**config.mk**
```make
export PLATFORM = sky130hd
export DESIGN_NAME = lpm_ctrl
export DESIGN_NICKNAME = d
export VERILOG_FILES = /design/src/lpm_pkg.sv /design/src/lpm_clk_div.sv /design/src/lpm_settle_timer.sv /design/src/lpm_ctrl.sv
export VERILOG_INCLUDE_DIRS = /design/src /design/src/src
export SDC_FILE = /design/constraint.sdc
export NUM_CORES = 1
export LEC_CHECK = 0
export BUFFER_PORTS_ARGS = -buffer_cell sky130_fd_sc_hd__buf_2
export CAP_MARGIN = 20
export CELL_PAD_IN_SITES_DETAIL_PLACEMENT = 1
export CELL_PAD_IN_SITES_GLOBAL_PLACEMENT = 2
export CORE_ASPECT_RATIO = 1.25
export CORE_MARGIN = 2
export CORE_UTILIZATION = 26
export CTS_CLUSTER_SIZE = 25
export DETAILED_ROUTE_END_ITERATION = 8
export PLACE_DENSITY = 0.76
export SLEW_MARGIN = 15
export SYNTH_ARGS = -nofsm -noshare
export SYNTH_HDL_FRONTEND = slang
export SYNTH_HIERARCHICAL = 1
export SYNTH_SLANG_ARGS = --single-unit
```
**constraint.sdc**
```tcl
create_clock -name mclk -period 2.4 [get_ports mclk]
set_input_delay 0.24 -clock mclk [delete_from_list [all_inputs] [get_ports mclk]]
set_output_delay 0.24 -clock mclk [all_outputs]
set_load 0.005 [all_outputs]
```
**src/lpm_consts.svh**
```systemverilog
/*
 Timing counts, field positions and reset values for the low power mode
 controller. Assumes mclk at 125 MHz.
*/
`ifndef LPM_CONSTS_SVH
`define LPM_CONSTS_SVH
`define LPM_CLK_PERIOD_NS 8
`define LPM_SETTLE_TIME_NS 1000
`define LPM_SETTLE_CYCLES ((`LPM_SETTLE_TIME_NS + `LPM_CLK_PERIOD_NS - 1) / `LPM_CLK_PERIOD_NS)
`define LPM_DIV_FAST 4
`define LPM_DIV_SLOW 32
`define LPM_RAM_VALID_BIT 3
`define LPM_IE_BIT 0
`define LPM_ADDR_CTRL 32'h0000_0000
`define LPM_ADDR_STATUS 32'h0000_0004
`define LPM_ADDR_IRQ 32'h0000_0008
`define LPM_ADDR_SETTLE 32'h0000_000c
`define LPM_CTRL_RESET 32'h0000_0000
`define LPM_IRQ_WIDTH 6
`endif

```
**src/lpm_pkg.sv**
```systemverilog
/*
 Types for the low power mode controller.
 Assumes the constants header is included by users that need numbers.
*/
package lpm_pkg;
  typedef enum logic [1:0] {
    LPM_ACTIVE = 2'b00,
    LPM_STANDBY = 2'b01,
    LPM_STOP = 2'b11,
    LPM_WAKE = 2'b10
  } lpm_mode_t;

  typedef struct packed {
    logic standby_instruction;
    logic stop_instruction;
    logic return_from_interrupt_instruction;
    logic interrupt_taken;
  } lpm_cpu_req_t;

  typedef struct packed {
    logic cpu_clk_en;
    logic periph_clk_en;
    logic osc_run;
    logic cpu_reset;
    logic periph_reset;
    logic pin_hiz;
    logic restart_at_zero;
  } lpm_ctl_t;
endpackage : lpm_pkg

```
**src/lpm_clk_div.sv**
```systemverilog
/*
 System clock divider: divides by 4 or 32 as the select level dictates.
 Assumes the select level is stable while the divider is being restarted.
*/
`timescale 1ns/10ps
`include "lpm_consts.svh"
module lpm_clk_div
  import lpm_pkg::*;
(
  input wire logic mclk,
  input wire logic rst_b,
  input wire logic restart,
  input wire logic run,
  input wire logic div_sel,
  output logic tick,
  output logic ratio_fast
);
  typedef struct packed {
    logic [4:0] cnt;
    logic tick;
    logic fast;
  } lpm_div_st_t;
  lpm_div_st_t st, next_st;
  logic [4:0] last;

  always_comb begin
    next_st = st;
    last = st.fast ? 5'(`LPM_DIV_FAST - 1) : 5'(`LPM_DIV_SLOW - 1);
    next_st.tick = 1'b0;
    if (restart) begin
      // The ratio is latched only here, so a moving pin cannot glitch the clock.
      next_st.fast = div_sel;
      next_st.cnt = 5'h00;
    end else if (run) begin
      if (st.cnt == last) begin
        next_st.cnt = 5'h00;
        next_st.tick = 1'b1;
      end else begin
        next_st.cnt = st.cnt + 5'h01;
      end
    end
  end

  always_ff @(posedge mclk or negedge rst_b) begin
    if (!rst_b) begin
      st <= '{cnt: 5'h00, tick: 1'b0, fast: 1'b1};
    end else begin
      st <= next_st;
    end
  end

  assign tick = st.tick;
  assign ratio_fast = st.fast;
endmodule : lpm_clk_div

```
**src/lpm_settle_timer.sv**
```systemverilog
/*
 Counts the oscillator settle time while a wake source is held.
 Assumes the count runs only while the wake input stays asserted.
*/
`timescale 1ns/10ps
`include "lpm_consts.svh"
module lpm_settle_timer
  import lpm_pkg::*;
#(
  parameter int SETTLE_CYCLES = `LPM_SETTLE_CYCLES
)
(
  input wire logic mclk,
  input wire logic rst_b,
  input wire logic hold,
  output logic done
);
  typedef struct packed {
    logic [15:0] cnt;
    logic done;
  } lpm_tmr_st_t;
  lpm_tmr_st_t st, next_st;

  always_comb begin
    next_st = st;
    if (!hold) begin
      next_st.cnt = 16'h0000;
      next_st.done = 1'b0;
    end else if (st.cnt >= 16'(SETTLE_CYCLES - 1)) begin
      next_st.done = 1'b1;
    end else begin
      next_st.cnt = st.cnt + 16'h0001;
    end
  end

  always_ff @(posedge mclk or negedge rst_b) begin
    if (!rst_b) begin
      st <= '{cnt: 16'h0000, done: 1'b0};
    end else begin
      st <= next_st;
    end
  end

  assign done = st.done;
endmodule : lpm_settle_timer

```
**src/lpm_ctrl.sv**
```systemverilog
/*
 Operating mode controller: active, standby and stop, with the register view
 over AHB-Lite. Assumes the CPU core pulses its instruction strobes for one
 mclk cycle and that mclk is the system oscillator, gated here via osc_run.
*/
// The address map and register access over AHB-Lite were decided locally.
// Behaviour
// - Active mode clocks everything from oscillator
// - Standby gates CPU clock, keeps oscillator
// - Standby keeps interrupts, timers, serial running
// - Standby entered only from active
// - Standby left by reset or interrupt
// - Interrupt wake resumes after standby instruction
// - Service wake interrupt only if enabled
// - Stop instruction halts oscillator, keeps RAM
// - Stop floats ports; standby holds them
// - Stop exit restarts at address zero
// - RAM kept; CPU registers undefined after stop
// - RAM valid cleared on reset, set by cancel
// - Stop cancel ignored outside stop mode
// - Reset is asynchronous in any state
// - Pending unmasked interrupt turns instruction into no-op; here only while the global enable is clear
// - Select pin picks divide by 4 or 32
// - Interrupt entry clears enable; return sets it
// - Stop resets peripherals and pin functions
`timescale 1ns/10ps
`include "lpm_consts.svh"
module lpm_ctrl
  import lpm_pkg::*;
#(
  parameter int SETTLE_CYCLES = `LPM_SETTLE_CYCLES,
  parameter int IRQ_WIDTH = `LPM_IRQ_WIDTH
)
(
  input wire logic mclk,
  input wire logic rst_b,
  input wire lpm_cpu_req_t cpu_req,
  input wire logic [IRQ_WIDTH-1:0] irq_flags,
  input wire logic [IRQ_WIDTH-1:0] irq_masks,
  input wire logic stop_cancel_input_b,
  input wire logic div_sel,
  input wire logic [31:0] haddr,
  input wire logic [1:0] htrans,
  input wire logic hwrite,
  input wire logic [2:0] hsize,
  input wire logic [31:0] hwdata,
  input wire logic hsel,
  input wire logic hready,
  output logic [31:0] hrdata,
  output logic hreadyout,
  output logic hresp,
  output lpm_ctl_t ctl,
  output lpm_mode_t mode,
  output logic sys_tick,
  output logic global_interrupt_enable,
  output logic ram_valid_flag,
  output logic irq_service,
  output logic cpu_regs_invalid
);
  typedef struct packed {
    lpm_mode_t mode;
    logic ie;
    logic ram_valid;
    logic from_stop;
    logic div_restart;
    logic service;
    logic regs_invalid;
    logic wake_pending;
    logic ph_valid;
    logic ph_write;
    logic ph_hit;
    logic [3:0] ph_addr;
    logic [31:0] rdata;
    lpm_ctl_t ctl;
  } lpm_st_t;

  lpm_st_t st, next_st;
  logic any_pending;
  logic cancel_done;
  logic cancel_hold;
  logic [31:0] rd_mux;
  logic div_tick;
  logic ratio_fast;

  // Only a pending, unmasked request counts; masks are active high.
  assign any_pending = |(irq_flags & ~irq_masks);
  assign cancel_hold = (st.mode == LPM_STOP) && !stop_cancel_input_b;

  lpm_settle_timer #(
    .SETTLE_CYCLES(SETTLE_CYCLES)
  ) u_settle (
    .mclk(mclk),
    .rst_b(rst_b),
    .hold(cancel_hold),
    .done(cancel_done)
  );

  lpm_clk_div u_div (
    .mclk(mclk),
    .rst_b(rst_b),
    .restart(st.div_restart),
    .run(st.ctl.osc_run),
    .div_sel(div_sel),
    .tick(div_tick),
    .ratio_fast(ratio_fast)
  );

  function automatic lpm_ctl_t ctl_for(input lpm_mode_t m);
    lpm_ctl_t c;
    c = '0;
    case (m)
      LPM_ACTIVE: begin
        c.cpu_clk_en = 1'b1;
        c.periph_clk_en = 1'b1;
        c.osc_run = 1'b1;
      end
      LPM_STANDBY: begin
        c.cpu_clk_en = 1'b0;
        c.periph_clk_en = 1'b1;
        c.osc_run = 1'b1;
        c.pin_hiz = 1'b0;
      end
      LPM_STOP: begin
        c.osc_run = 1'b0;
        c.cpu_reset = 1'b1;
        c.periph_reset = 1'b1;
        c.pin_hiz = 1'b1;
      end
      LPM_WAKE: begin
        c.osc_run = 1'b1;
        c.cpu_reset = 1'b1;
        c.periph_reset = 1'b1;
        c.restart_at_zero = 1'b1;
      end
      default: begin
        c.osc_run = 1'b1;
      end
    endcase
    return c;
  endfunction : ctl_for

  // Read data is picked from the address phase so that it stands in the data phase.
  always_comb begin
    rd_mux = 32'h0000_0000;
    case (haddr)
      `LPM_ADDR_CTRL: begin
        rd_mux[`LPM_IE_BIT] = st.ie;
      end
      `LPM_ADDR_STATUS: begin
        rd_mux[1:0] = st.mode;
        rd_mux[2] = ratio_fast;
        rd_mux[`LPM_RAM_VALID_BIT] = st.ram_valid;
        rd_mux[4] = st.regs_invalid;
      end
      `LPM_ADDR_IRQ: begin
        rd_mux[IRQ_WIDTH-1:0] = irq_flags & ~irq_masks;
      end
      `LPM_ADDR_SETTLE: begin
        rd_mux = 32'(SETTLE_CYCLES);
      end
      default: begin
        rd_mux = 32'h0000_0000;
      end
    endcase
  end

  always_comb begin
    next_st = st;
    next_st.div_restart = 1'b0;
    next_st.service = 1'b0;
    // Bus address phase; the slave never stalls, so hreadyout stays high.
    next_st.ph_valid = hsel && hready && htrans[1];
    if (hsel && hready) begin
      next_st.ph_write = hwrite;
      next_st.ph_addr = haddr[3:0];
      // Addresses outside the four words are unmapped and must not alias.
      next_st.ph_hit = haddr[31:4] == 28'h000_0000;
    end
    if (hsel && hready && htrans[1] && !hwrite) begin
      next_st.rdata = rd_mux;
    end
    if (st.ph_valid && st.ph_write && st.ph_hit && st.ph_addr == 4'h0) begin
      next_st.ie = hwdata[`LPM_IE_BIT];
    end
    if (st.ph_valid && st.ph_write && st.ph_hit && st.ph_addr == 4'h4) begin
      // Software acknowledges the post-stop state by writing a one.
      if (hwdata[4]) begin
        next_st.regs_invalid = 1'b0;
      end
    end
    // Interrupt entry and return adjust the global enable.
    if (cpu_req.interrupt_taken) begin
      next_st.ie = 1'b0;
    end else if (cpu_req.return_from_interrupt_instruction) begin
      next_st.ie = 1'b1;
    end
    case (st.mode)
      LPM_ACTIVE: begin
        if (st.wake_pending) begin
          // Resume after the standby instruction, servicing only when enabled.
          next_st.wake_pending = 1'b0;
          next_st.service = st.ie && any_pending;
        end
        if (cpu_req.stop_instruction || cpu_req.standby_instruction) begin
          if (!st.ie && any_pending) begin
            next_st.mode = LPM_ACTIVE;
          end else if (cpu_req.stop_instruction) begin
            next_st.mode = LPM_STOP;
            next_st.regs_invalid = 1'b1;
          end else begin
            next_st.mode = LPM_STANDBY;
          end
        end
      end
      LPM_STANDBY: begin
        if (any_pending) begin
          next_st.mode = LPM_ACTIVE;
          next_st.wake_pending = 1'b1;
        end
      end
      LPM_STOP: begin
        if (cancel_done && cancel_hold) begin
          next_st.mode = LPM_WAKE;
          next_st.ram_valid = 1'b1;
          next_st.div_restart = 1'b1;
        end
      end
      LPM_WAKE: begin
        // Held until the cancel input is released, so the CPU restarts cleanly.
        if (stop_cancel_input_b) begin
          next_st.mode = LPM_ACTIVE;
        end
      end
      default: begin
        next_st.mode = LPM_ACTIVE;
      end
    endcase
    next_st.ctl = ctl_for(next_st.mode);
  end

  always_ff @(posedge mclk or negedge rst_b) begin
    if (!rst_b) begin
      // Reset cancels any mode and clears the RAM valid flag.
      st.mode <= LPM_WAKE;
      st.ie <= 1'b0;
      st.ram_valid <= 1'b0;
      st.from_stop <= 1'b0;
      st.div_restart <= 1'b1;
      st.service <= 1'b0;
      st.regs_invalid <= 1'b0;
      st.wake_pending <= 1'b0;
      st.ph_valid <= 1'b0;
      st.ph_write <= 1'b0;
      st.ph_hit <= 1'b0;
      st.ph_addr <= 4'h0;
      st.rdata <= 32'h0000_0000;
      st.ctl <= '{osc_run: 1'b1, cpu_reset: 1'b1, periph_reset: 1'b1,
                 restart_at_zero: 1'b1, default: 1'b0};
    end else begin
      st <= next_st;
    end
  end

  assign hrdata = st.rdata;
  assign hreadyout = 1'b1;
  assign hresp = 1'b0;
  assign ctl = st.ctl;
  assign mode = st.mode;
  assign sys_tick = div_tick;
  assign global_interrupt_enable = st.ie;
  assign ram_valid_flag = st.ram_valid;
  assign irq_service = st.service;
  assign cpu_regs_invalid = st.regs_invalid;
endmodule : lpm_ctrl

```
## Word-level counts from Yosys, hierarchy flattened

Index checks and enable logic that the tools add are counted.

| cells by class | value |
|---|---|
| equal/unequal tests | 14 |
| reduce and logical (&&, ||, !) cells | 28 |
| $lt $le $gt $ge | 1 |
| mux-type cells | 39 |
| bitwise operators | 2 |
| $add $sub $neg | 2 |

Operator list:

| cell | number |
|---|---|
| $eq A32 B4 Y1 const B | 2 |
| $eq A32 B3 Y1 const B | 1 |
| $logic_not A32 Y1 | 1 |
| $logic_not A28 Y1 | 1 |
| $mux W1 | 18 |
| $mux W17 | 1 |
| $add A16 B1 Y16 const B | 1 |
| $ge A16 B7 Y1 const B | 1 |
| $mux W16 | 1 |
| $mux W2 | 8 |
| $mux W5 | 3 |
| $pmux W4 S3 | 1 |
| $logic_and A1 B1 Y1 | 11 |
| $eq A2 B2 Y1 const B | 4 |
| $pmux W2 S4 | 1 |
| $and A6 B6 Y6 | 1 |
| $mux W6 | 1 |
| $not A6 Y6 | 1 |
| $pmux W1 S2 | 3 |
| $reduce_or A6 Y1 | 1 |
| $add A5 B1 Y5 const B | 1 |
| $eq A5 B5 Y1 | 1 |
| $eq A2 B1 Y1 const B | 2 |
| $eq A4 B3 Y1 const B | 1 |
| other kinds (13) | 19 |

| storage, ports and cells | value |
|---|---|
| register bits | 78 |
| input bits | 92 |
| output and inout port bits | 48 |
| logic and storage cells | 110 |

## Longest topological paths before layout

Gate-level depths: netlist of run 1.

| depth | value |
|---|---|
| word-level depth | 10 |
| gate-level depth with buffers | 6 |
| depth with buffers taken out | 5 |

## Modules after synthesis

The synthesis of run 1 kept the hierarchy.

By module, submodules not included:

| module | cells an instance | times used | seq. area each (µm²) | area each (µm²) |
|---|---|---|---|---|
| lpm_ctrl | 176 | 1 | 706.9 | 1686.6 |
| lpm_settle_timer | 66 | 1 | 425.4 | 760.7 |
| lpm_clk_div | 31 | 1 | 176.4 | 344.1 |

## Least setup slack after synthesis of run 1

OpenSTA, ideal clock, no wires.

| timing | value |
|---|---|
| kind | register to register |
| from | register u_settle/st[12] in the netlist's numbering |
| to | register u_settle/st[2] in the netlist's numbering |
| slack | 0.725 ns |
| clock period less this slack | 1.675 ns |
| library setup time | 0.079 ns |
| buffers on the path | 0 |
| data arrival time | 1.596 ns |
| stages on the path, launching flop included | 5 |
| required time | 2.321 ns |
| path through | dfrtp_1 > or4_4 > nor4_4 > and2_2 > mux2i_1 |

| on the way | value |
|---|---|
| longest elaborated chain between the ends | 2 |

Ends and longest elaborated chain:

| what | RTL line | RTL |
|---|---|---|
| from (decl) | lpm_settle_timer.sv:22 | `lpm_tmr_st_t st, next_st;` |
| from (signal assigned) | lpm_settle_timer.sv:38 | `st <= '{cnt: 16'h0000, done: 1'b0};` |
| from (signal assigned) | lpm_settle_timer.sv:40 | `st <= next_st;` |
| $ge A16 B7 Y1 | lpm_settle_timer.sv:29 | `end else if (st.cnt >= 16'(SETTLE_CYCLES - 1)) begin` |
| $ne A2 B2 Y1 (no source line) | -- |  |

No other way between the ends.
A chain may end at the register's enable or synchronous reset.

## Worst setup path after layout of run 1

Ends and elaborated chain as after synthesis.

==> results by group, run 1 <==
Power and ir drop
  • Overall power: 0.00234 W
  • Max VDD drop: 0.234 mV
  • Standby leakage power: 1.58 nW
  • Pwr Density: 715 nW/um2

Logic synthesis
  • Synth Instances: 273
  • Top cell type's share of synthesized area: 41.2%
  • Synth area leader: dfrtp_1
  • Post-Synthesis Cell Area: 2790 um2
  • Most frequent cell after synthesis: dfrtp_1
  • Largest cells by area after synthesis: dfrtp_1 41%, buf_4 12%, dfstp_2 5.6%
  • Synthesized flop and latch total: 52
  • Sequential area share after synthesis: 46.9%
  • Synth warnings: 6
  • Syn avg cell area: 10.2 um2
  • Post-synthesis async set-or-reset flop share: 100%
  • Primary FF master, synth: dfrtp_1
  • Post-synth EDFFs: 0
  • Synth unique cells: 48
  • Post-synth top cells: 46 x dfrtp_1, 43 x buf_4, 24 x nand2_1

Worst hold path
  • Hold depth: 2
  • Hold Crit Endpoint: global_interrupt_enable
  • Min-delay src: cpu_req[0]
  • Hold/Removal Path Class: in2reg

Drt
  • Drt via density: 4.39
  • Uppermost routed layer: met4
  • Drt total wl: 6.22 mm
  • DRT Pass-1 Iters: 4
  • Met3 WL: 332 um
  • Per-cell routed wire length: 13.2 um
  • Met1 WL: 2.63 mm
  • Iteration-0 DRC Markers: 55
  • Metal2 WL: 3.15 mm
  • DRT antenna net count: 0
  • DR DRC count: 0
  • Via count: 2070

STA
  • Setup repair after global routing missed its margin: no
  • Final Cycle Share: 76.0%
  • Fin. Hold Viols: 0
  • Slew Limit Fails: 0
  • Fin crit period: 1.82 ns
  • Final Skew: 0.00487 ns
  • Slew headroom: 62.2%
  • Hold Slack: 0.104 ns
  • TNS Setup: 0 ns
  • Final setup margin: 0.576 ns
  • Worst-Margin Slew: 0.564 ns
  • Peak Freq: 0.548 GHz
  • Setup-failing EPs final: 0

Die
  • Num rows: 42
  • Io pins: 140
  • Full die area: 11600 um2
  • Die Wd: 96.7 um
  • Die height: 120 um
  • Initial Utilization: 26.6%
  • Core area: 10500 um2

Place
  • Post-DP Area: 3120 um2
  • IO Port Bufs: 78
  • Post-DP HPWL: 4.91 mm
  • Post-place setup slack: 0.573 ns
  • RePlAce Congestion: 0.742

Worst setup path
  • Worst reg2reg startpoint: u_settle/st[12]
  • R2r endpoint: u_settle/st[2]
  • Critical path class: reg2reg
  • Internal reg-to-reg setup slack: 0.58 ns
  • Worst endpoint required time: 2.62 ns
  • Worst Path Max Fanout: 7
  • Worst R2R Path Depth: 4
  • Startpoint types: flop
  • CP endpoint kind: flop
  • Worst EP arrival: 2.04 ns

Cells and area
  • Area Overhead vs Synth: 17.4%
  • Nets@finish: 434
  • Design Area, Final: 3280 um2
  • ANT cells: 0
  • Share of layout cells above drive strength 1: 34.7%

Clock network
  • Longest Clk Path Bufs: 2
  • PostCTS Resize Cnt: 0
  • TritonCTS buffer count: 5
  • Worst skew pair latency: 0.29 ns
  • CTS tree: yes
  • Root Driver: clkbuf_16
  • CTS sink count: 52
  • Setup Fix Bufs, Post-CTS: 0
  • Worst-path clk slew: 0.07 ns
  • H-Tree Level Count: 2

Global routing
  • Largest net degree at the start of global routing: 24
  • GR Util All Layers: 11.3%
  • First-pass GRT wire length: 10.6 mm
  • Overflow after GRT: 0
  • Vias in the first global route: 2184
  • Antenna violations before repair: 0

Run status
  • Status: finished, final reports clean

Job
  • Max-Cap Viols: 0
[routing by layer]
layer | up-vias | global-route usage, %
li1 | 993 | -
met1 | 1012 | 13.3
met2 | 57 | 19.7
met3 | 8 | 3.15
met4 | 0 | 4.05
met5 | - | 0
[worst max path at each step]
stage,from,slack [ns],end,cells past startpoint
CTS,u_settle/st[12],0.56,u_settle/st[2],4
finish,u_settle/st[12],0.58,u_settle/st[2],4
floorplan,u_settle/st[12],0.72,u_settle/st[2],4
global placement,u_settle/st[12],0.60,u_settle/st[2],4
global route,u_settle/st[12],0.46,u_settle/st[2],4
detailed placement,u_settle/st[12],0.57,u_settle/st[2],4
[per-stage QoR]
stage / util, % / std cells
after floorplan: - / 298
after global placement: 29.7 / 463
after detailed placement: 29.7 / 463
after CTS: 31.2 / 472
after global routing: 31.2 / 472
final: 31.2 / 472
[worst max-delay path, stage by stage, from the launching register on]
cell and delay, ns:
dfrtp_1 0.37, or4_4 0.54, nor4_4 0.40, and2_2 0.26, mux2i_1 0.17
[state kept, by name, indices dropped and copies added, names as in the netlist]
name                     cells
hrdata                       7
u_settle/done                1
irq_service                  1
cpu_regs_invalid             1
u_div/ratio_fast             1
u_div/st                     5
ram_valid_flag               1
u_div/tick                   1
global_interrupt_enable      1
st                           9
mode                         2
u_settle/st                 16
ctl                          6
[logic make-up after synthesis]
group,Yosys count,synth area share (%)
flip-flops,52,46.9
buffers and inverters,57,13.6
AND/OR/NAND/NOR,110,23.2
multiplexers,12,4.53
XOR/XNOR,2,0.628
other,2,0.269
adder cells (fa/ha/maj),3,1.34
AO/OA/AOI/OAI,35,9.50
[layout by cell type (no fill, tap or decap), drive strengths merged, types with 6 or more instances in the layout]
master,Yosys,layout
and2,11,11
dfrtp,46,46
nor2,17,17
nand2b,7,7
clkbuf,4,7
dfstp,6,6
o21ai,10,10
a21oi,11,11
nand3,6,6
nor4,9,9
nand2,26,26
inv,9,9
mux2i,7,7
conb,2,27
buf,43,81
nand4,6,6
nor2b,12,12
[report_power, final]
part / internal (W) / switching [W] / total (W) / leakage, nW
logic: 0.000229 / 0.000263 / 0.000491 / 0.843
clock network: 0.000416 / 0.000314 / 0.000730 / 0.0701
registers: 0.00101 / 0.000110 / 0.00112 / 0.666
total: 0.00166 / 0.000686 / 0.00234 / 1.58
[layout make-up]
type                       instances  area [um2]
sequential                        52        1310
multi-input combinational        189        1200
timing repair buffer              82         423
clock inverter                     1        7.51
tap                              132         165
inverter                           9        33.8
fill                            1245        7230
clock buffer                       7         143
[what timing repair did]
action	CTS	global route
endpoints found under the hold margin	20	0
hold buffers	1	0
setup endpoints to repair	0	0
(Power assumes the default switching activity.)
==> inputs of run 2 (changes only) <==
- ABC_AREA: not set -> 1
- CORE_UTILIZATION: 26 -> 25
- clock period: 2.4 -> 1.7 ns (I/O delays scaled with it)
==> run 2 against run 1 <==
Worst setup slack worse by 0.32 ns. Sequential share of layout area is 5.4 points lower. Largest power group unchanged. Largest cell class is now multi-input combinational cells. Synthesized cell count is 56% higher. Combinational power rose by 96%. Count of clock-buffer cells in the layout is the same. Utilization shrank 1.3 points. Design area rose by 16%. Sequential power rose by 46%. Routed wire length increased by 22%. Cell count rose by 41%. Worst hold slack worse by 0.081 ns. Highest routed layer unchanged.
==> results by group, run 2 <==
STA
  • TNS Setup: 0 ns (unchanged)
  • Fin crit period: 1.45 ns (-0.376 ns)
  • Setup-failing EPs final: 0 (unchanged)
  • Final Skew: 0.00683 ns (+0.00196 ns)
  • Peak Freq: 0.690 GHz (+26%)
  • Slew Limit Fails: 0 (unchanged)
  • Final setup margin: 0.251 ns (-0.324 ns)
  • Fin. Hold Viols: 0 (unchanged)
  • Setup repair after global routing missed its margin: no
  • Final Cycle Share: 85.2% (+9.2 points)

Die
  • Die Wd: 106 um (+9.1%)
  • Num rows: 46 (+9.5%)
  • Initial Utilization: 25.4% (-1.1 points)
  • Core area: 12700 um2 (+20%)
  • Full die area: 13800 um2 (+19%)
  • Die height: 131 um (+9.2%)
  • Io pins: 140 (unchanged)

Drt
  • Per-cell routed wire length: 11.4 um (-13%)
  • DRT antenna net count: 0 (unchanged)
  • DRT Pass-1 Iters: 4 (unchanged)
  • DR DRC count: 0 (unchanged)
  • Iteration-0 DRC Markers: 87 (+58%)
  • Via count: 2713 (+31%)
  • Drt via density: 4.09 (-6.8%)
  • Drt total wl: 7.58 mm (+22%)

Clock network
  • TritonCTS buffer count: 5 (unchanged)
  • CTS tree: yes
  • Hold buffer count at CTS: 1 (unchanged)
  • PostCTS Resize Cnt: 0 (unchanged)
  • Worst-path clk slew: 0.07 ns (about the same)
  • Worst skew pair latency: 0.29 ns (about the same)
  • Setup Fix Bufs, Post-CTS: 0 (unchanged)
  • Root Driver: clkbuf_16
  • H-Tree Level Count: 2 (unchanged)
  • Longest Clk Path Bufs: 2 (unchanged)
  • CTS sink count: 52 (unchanged)

Place
  • Post-DP HPWL: 6.10 mm (+24%)
  • Post-DP Area: 3630 um2 (+16%)
  • Post-place setup slack: 0.233 ns (-0.340 ns)
  • RePlAce Congestion: 0.753 (+1.5%)
  • IO Port Bufs: 78 (unchanged)

Worst setup path
  • CP max stage cell: dfstp_2
  • Internal reg-to-reg setup slack: 0.25 ns (-0.32 ns)
  • CP endpoint kind: flop
  • Worst R2R Path Depth: 6 (+2)
  • Critical path class: reg2reg
  • Startpoint types: flop
  • Worst endpoint required time: 1.93 ns (-0.69 ns)
  • Worst EP arrival: 1.68 ns (-0.36 ns)
  • Worst reg2reg startpoint: mode[1]
  • Bufs and invs on worst path: 3 (+3)
  • Critical path cell sequence: inv_1, nor3_2, buf_4, buf_4, nand3_1, nand2_1
  • R2r endpoint: u_settle/st[7]
  • CP Launch Point: mode[1]
  • Crit path capture: u_settle/st[7]
  • Cell family with most CP delay: flip-flops
  • Worst Path Max Fanout: 13 (+6)
  • CP max stage delay: 0.60 ns (+0.06 ns)
  • Critical Path Stages: 6 (+2)
  • Crit path top cell by count: buf_4

Cells and area
  • Design Area, Final: 3790 um2 (+16%)
  • Most frequent cells in the layout: 105 x nand2_1, 78 x buf_2, 54 x inv_1, 52 x nor2_1, 46 x dfrtp_1
  • Share of layout cells above drive strength 1: 28.4% (-6.3 points)
  • Nets@finish: 590 (+36%)
  • Max reg flops: 16 (unchanged)
  • Area Overhead vs Synth: 17.6%
  • Commonest non-fill, non-tap cell in the layout: nand2_1
  • Biggest register: u_settle/st
  • ANT cells: 0 (unchanged)
  • FILL cells: 1638 (+32%)

Logic synthesis
  • Primary FF master, synth: dfrtp_1
  • Post-synth EDFFs: 0 (unchanged)
  • Synth area leader: dfrtp_1
  • Synthesized flop and latch total: 52 (unchanged)
  • Post-synth top cells: 105 x nand2_1, 54 x inv_1, 52 x nor2_1
  • Synth unique cells: 37 (-23%)
  • Top cell type's share of synthesized area: 35.8% (-5.5 points)
  • Largest cells by area after synthesis: dfrtp_1 36%, nand2_1 12%, buf_4 10%
  • Most frequent cell after synthesis: nand2_1
  • Post-synthesis async set-or-reset flop share: 100% (unchanged)
  • Sequential area share after synthesis: 40.7% (-6.2 points)
  • Post-Synthesis Cell Area: 3220 um2 (+15%)
  • Synth Instances: 425 (+56%)
  • Syn avg cell area: 7.57 um2 (-26%)
  • Synth warnings: 6 (unchanged)

Global routing
  • Routing usage on met1: 14.1% (+0.77 points)
  • Vias in the first global route: 2737 (+25%)
  • Antenna violations before repair: 0 (unchanged)
  • M3 GR Usage: 2.18% (-0.96 points)
  • Overflow after GRT: 0 (unchanged)
  • Largest net degree at the start of global routing: 53 (+120%)
  • GR Util All Layers: 11.5% (+0.16 points)
  • First-pass GRT wire length: 12.8 mm (+20%)
  • Most crowded layer after global routing: met2
  • Grt met2 use: 20.4% (+0.67 points)

Power and ir drop
  • Pwr Density: 963 nW/um2 (+35%)
  • Overall power: 0.00365 W (+56%)
  • Max VDD drop: 0.445 mV (+90%)
  • Standby leakage power: 2.13 nW (+35%)

Job
  • Max-Cap Viols: 0 (unchanged)

Worst hold path
  • Hold/Removal Path Class: in2reg

Run status
  • Status: finished, final reports clean
## run 2: cell types whose count changed in the layout (fill, tap and decap cells not counted), moves of 9 or more
cell | before | now
nand2_1 | 24 | 105
and2_1 | 9 | 0
inv_1 | 9 | 54
nor2b_1 | 10 | 0
inv_2 | 0 | 12
nor2_1 | 17 | 52
nand3_1 | 6 | 32
## run 2: layer usage
layer / vias up / wire, um
li1: 1363 / -
met1: 1262 / 3340
met3: 6 / 442
met5: - / 0
met4: 0 / 112
met2: 82 / 3690
## run 2: logic make-up after synthesis
family,synth area share (%)
xor+xnor,0.816
flops,40.7
simple gates,33.3
compound gates,5.36
other cells,0.233
buf+inv,18.4
fa+ha+maj,1.17
## run 2: how the worst min path moves through the flow
| stage | slack, ns | start | endpoint | cells after the start |
|---|---|---|---|---|
| 3_5_place_dp | 0.19 | rst_b | u_settle/st[3] | 2 |
| 4_1_cts | 0.01 | cpu_req[0] | global_interrupt_enable | 2 |
| 6_report | 0.02 | cpu_req[0] | global_interrupt_enable | 2 |
| 5_1_grt | 0.03 | cpu_req[0] | global_interrupt_enable | 2 |
| 2_1_floorplan | -0.13 | rst_b | cpu_regs_invalid | 0 |
| 3_3_place_gp | 0.19 | rst_b | u_settle/st[2] | 2 |
## run 2: final cells by class
| cell class | count | area (um2) | area share [%] |
|---|---|---|---|
| Multi-Input combinational cell | 285 | 1410 | 37.3 |
| Tap cell | 168 | 210 | 5.55 |
| Clock buffer | 7 | 143 | 3.77 |
| Timing Repair Buffer | 85 | 458 | 12.1 |
| Inverter | 66 | 248 | 6.54 |
| Clock inverter | 1 | 7.51 | 0.198 |
| Sequential cell | 52 | 1310 | 34.6 |
## run 2: worst reg2reg max path: stages (launching register included)
cell     delay, ns
dfstp_2       0.60
inv_1         0.09
nor3_2        0.13
buf_4         0.23
buf_4         0.19
nand3_1       0.08
nand2_1       0.07
## run 2: stage by stage
step	util [%]	hold slack [ns]	cells
4_1_cts	29.9	0.0126	664
6_report	29.9	0.0226	664
2_1_floorplan	-	-0.126	450
3_3_place_gp	28.6	0.189	655
3_5_place_dp	28.6	0.189	655
5_1_grt	29.9	0.0318	664
## run 2: power breakdown
group | total, W | leakage (nW) | switching (W) | internal [W]
clock network | 0.00105 | 0.0701 | 0.000459 | 0.000588
registers | 0.00164 | 0.673 | 0.000173 | 0.00146
logic | 0.000962 | 1.39 | 0.000571 | 0.000391
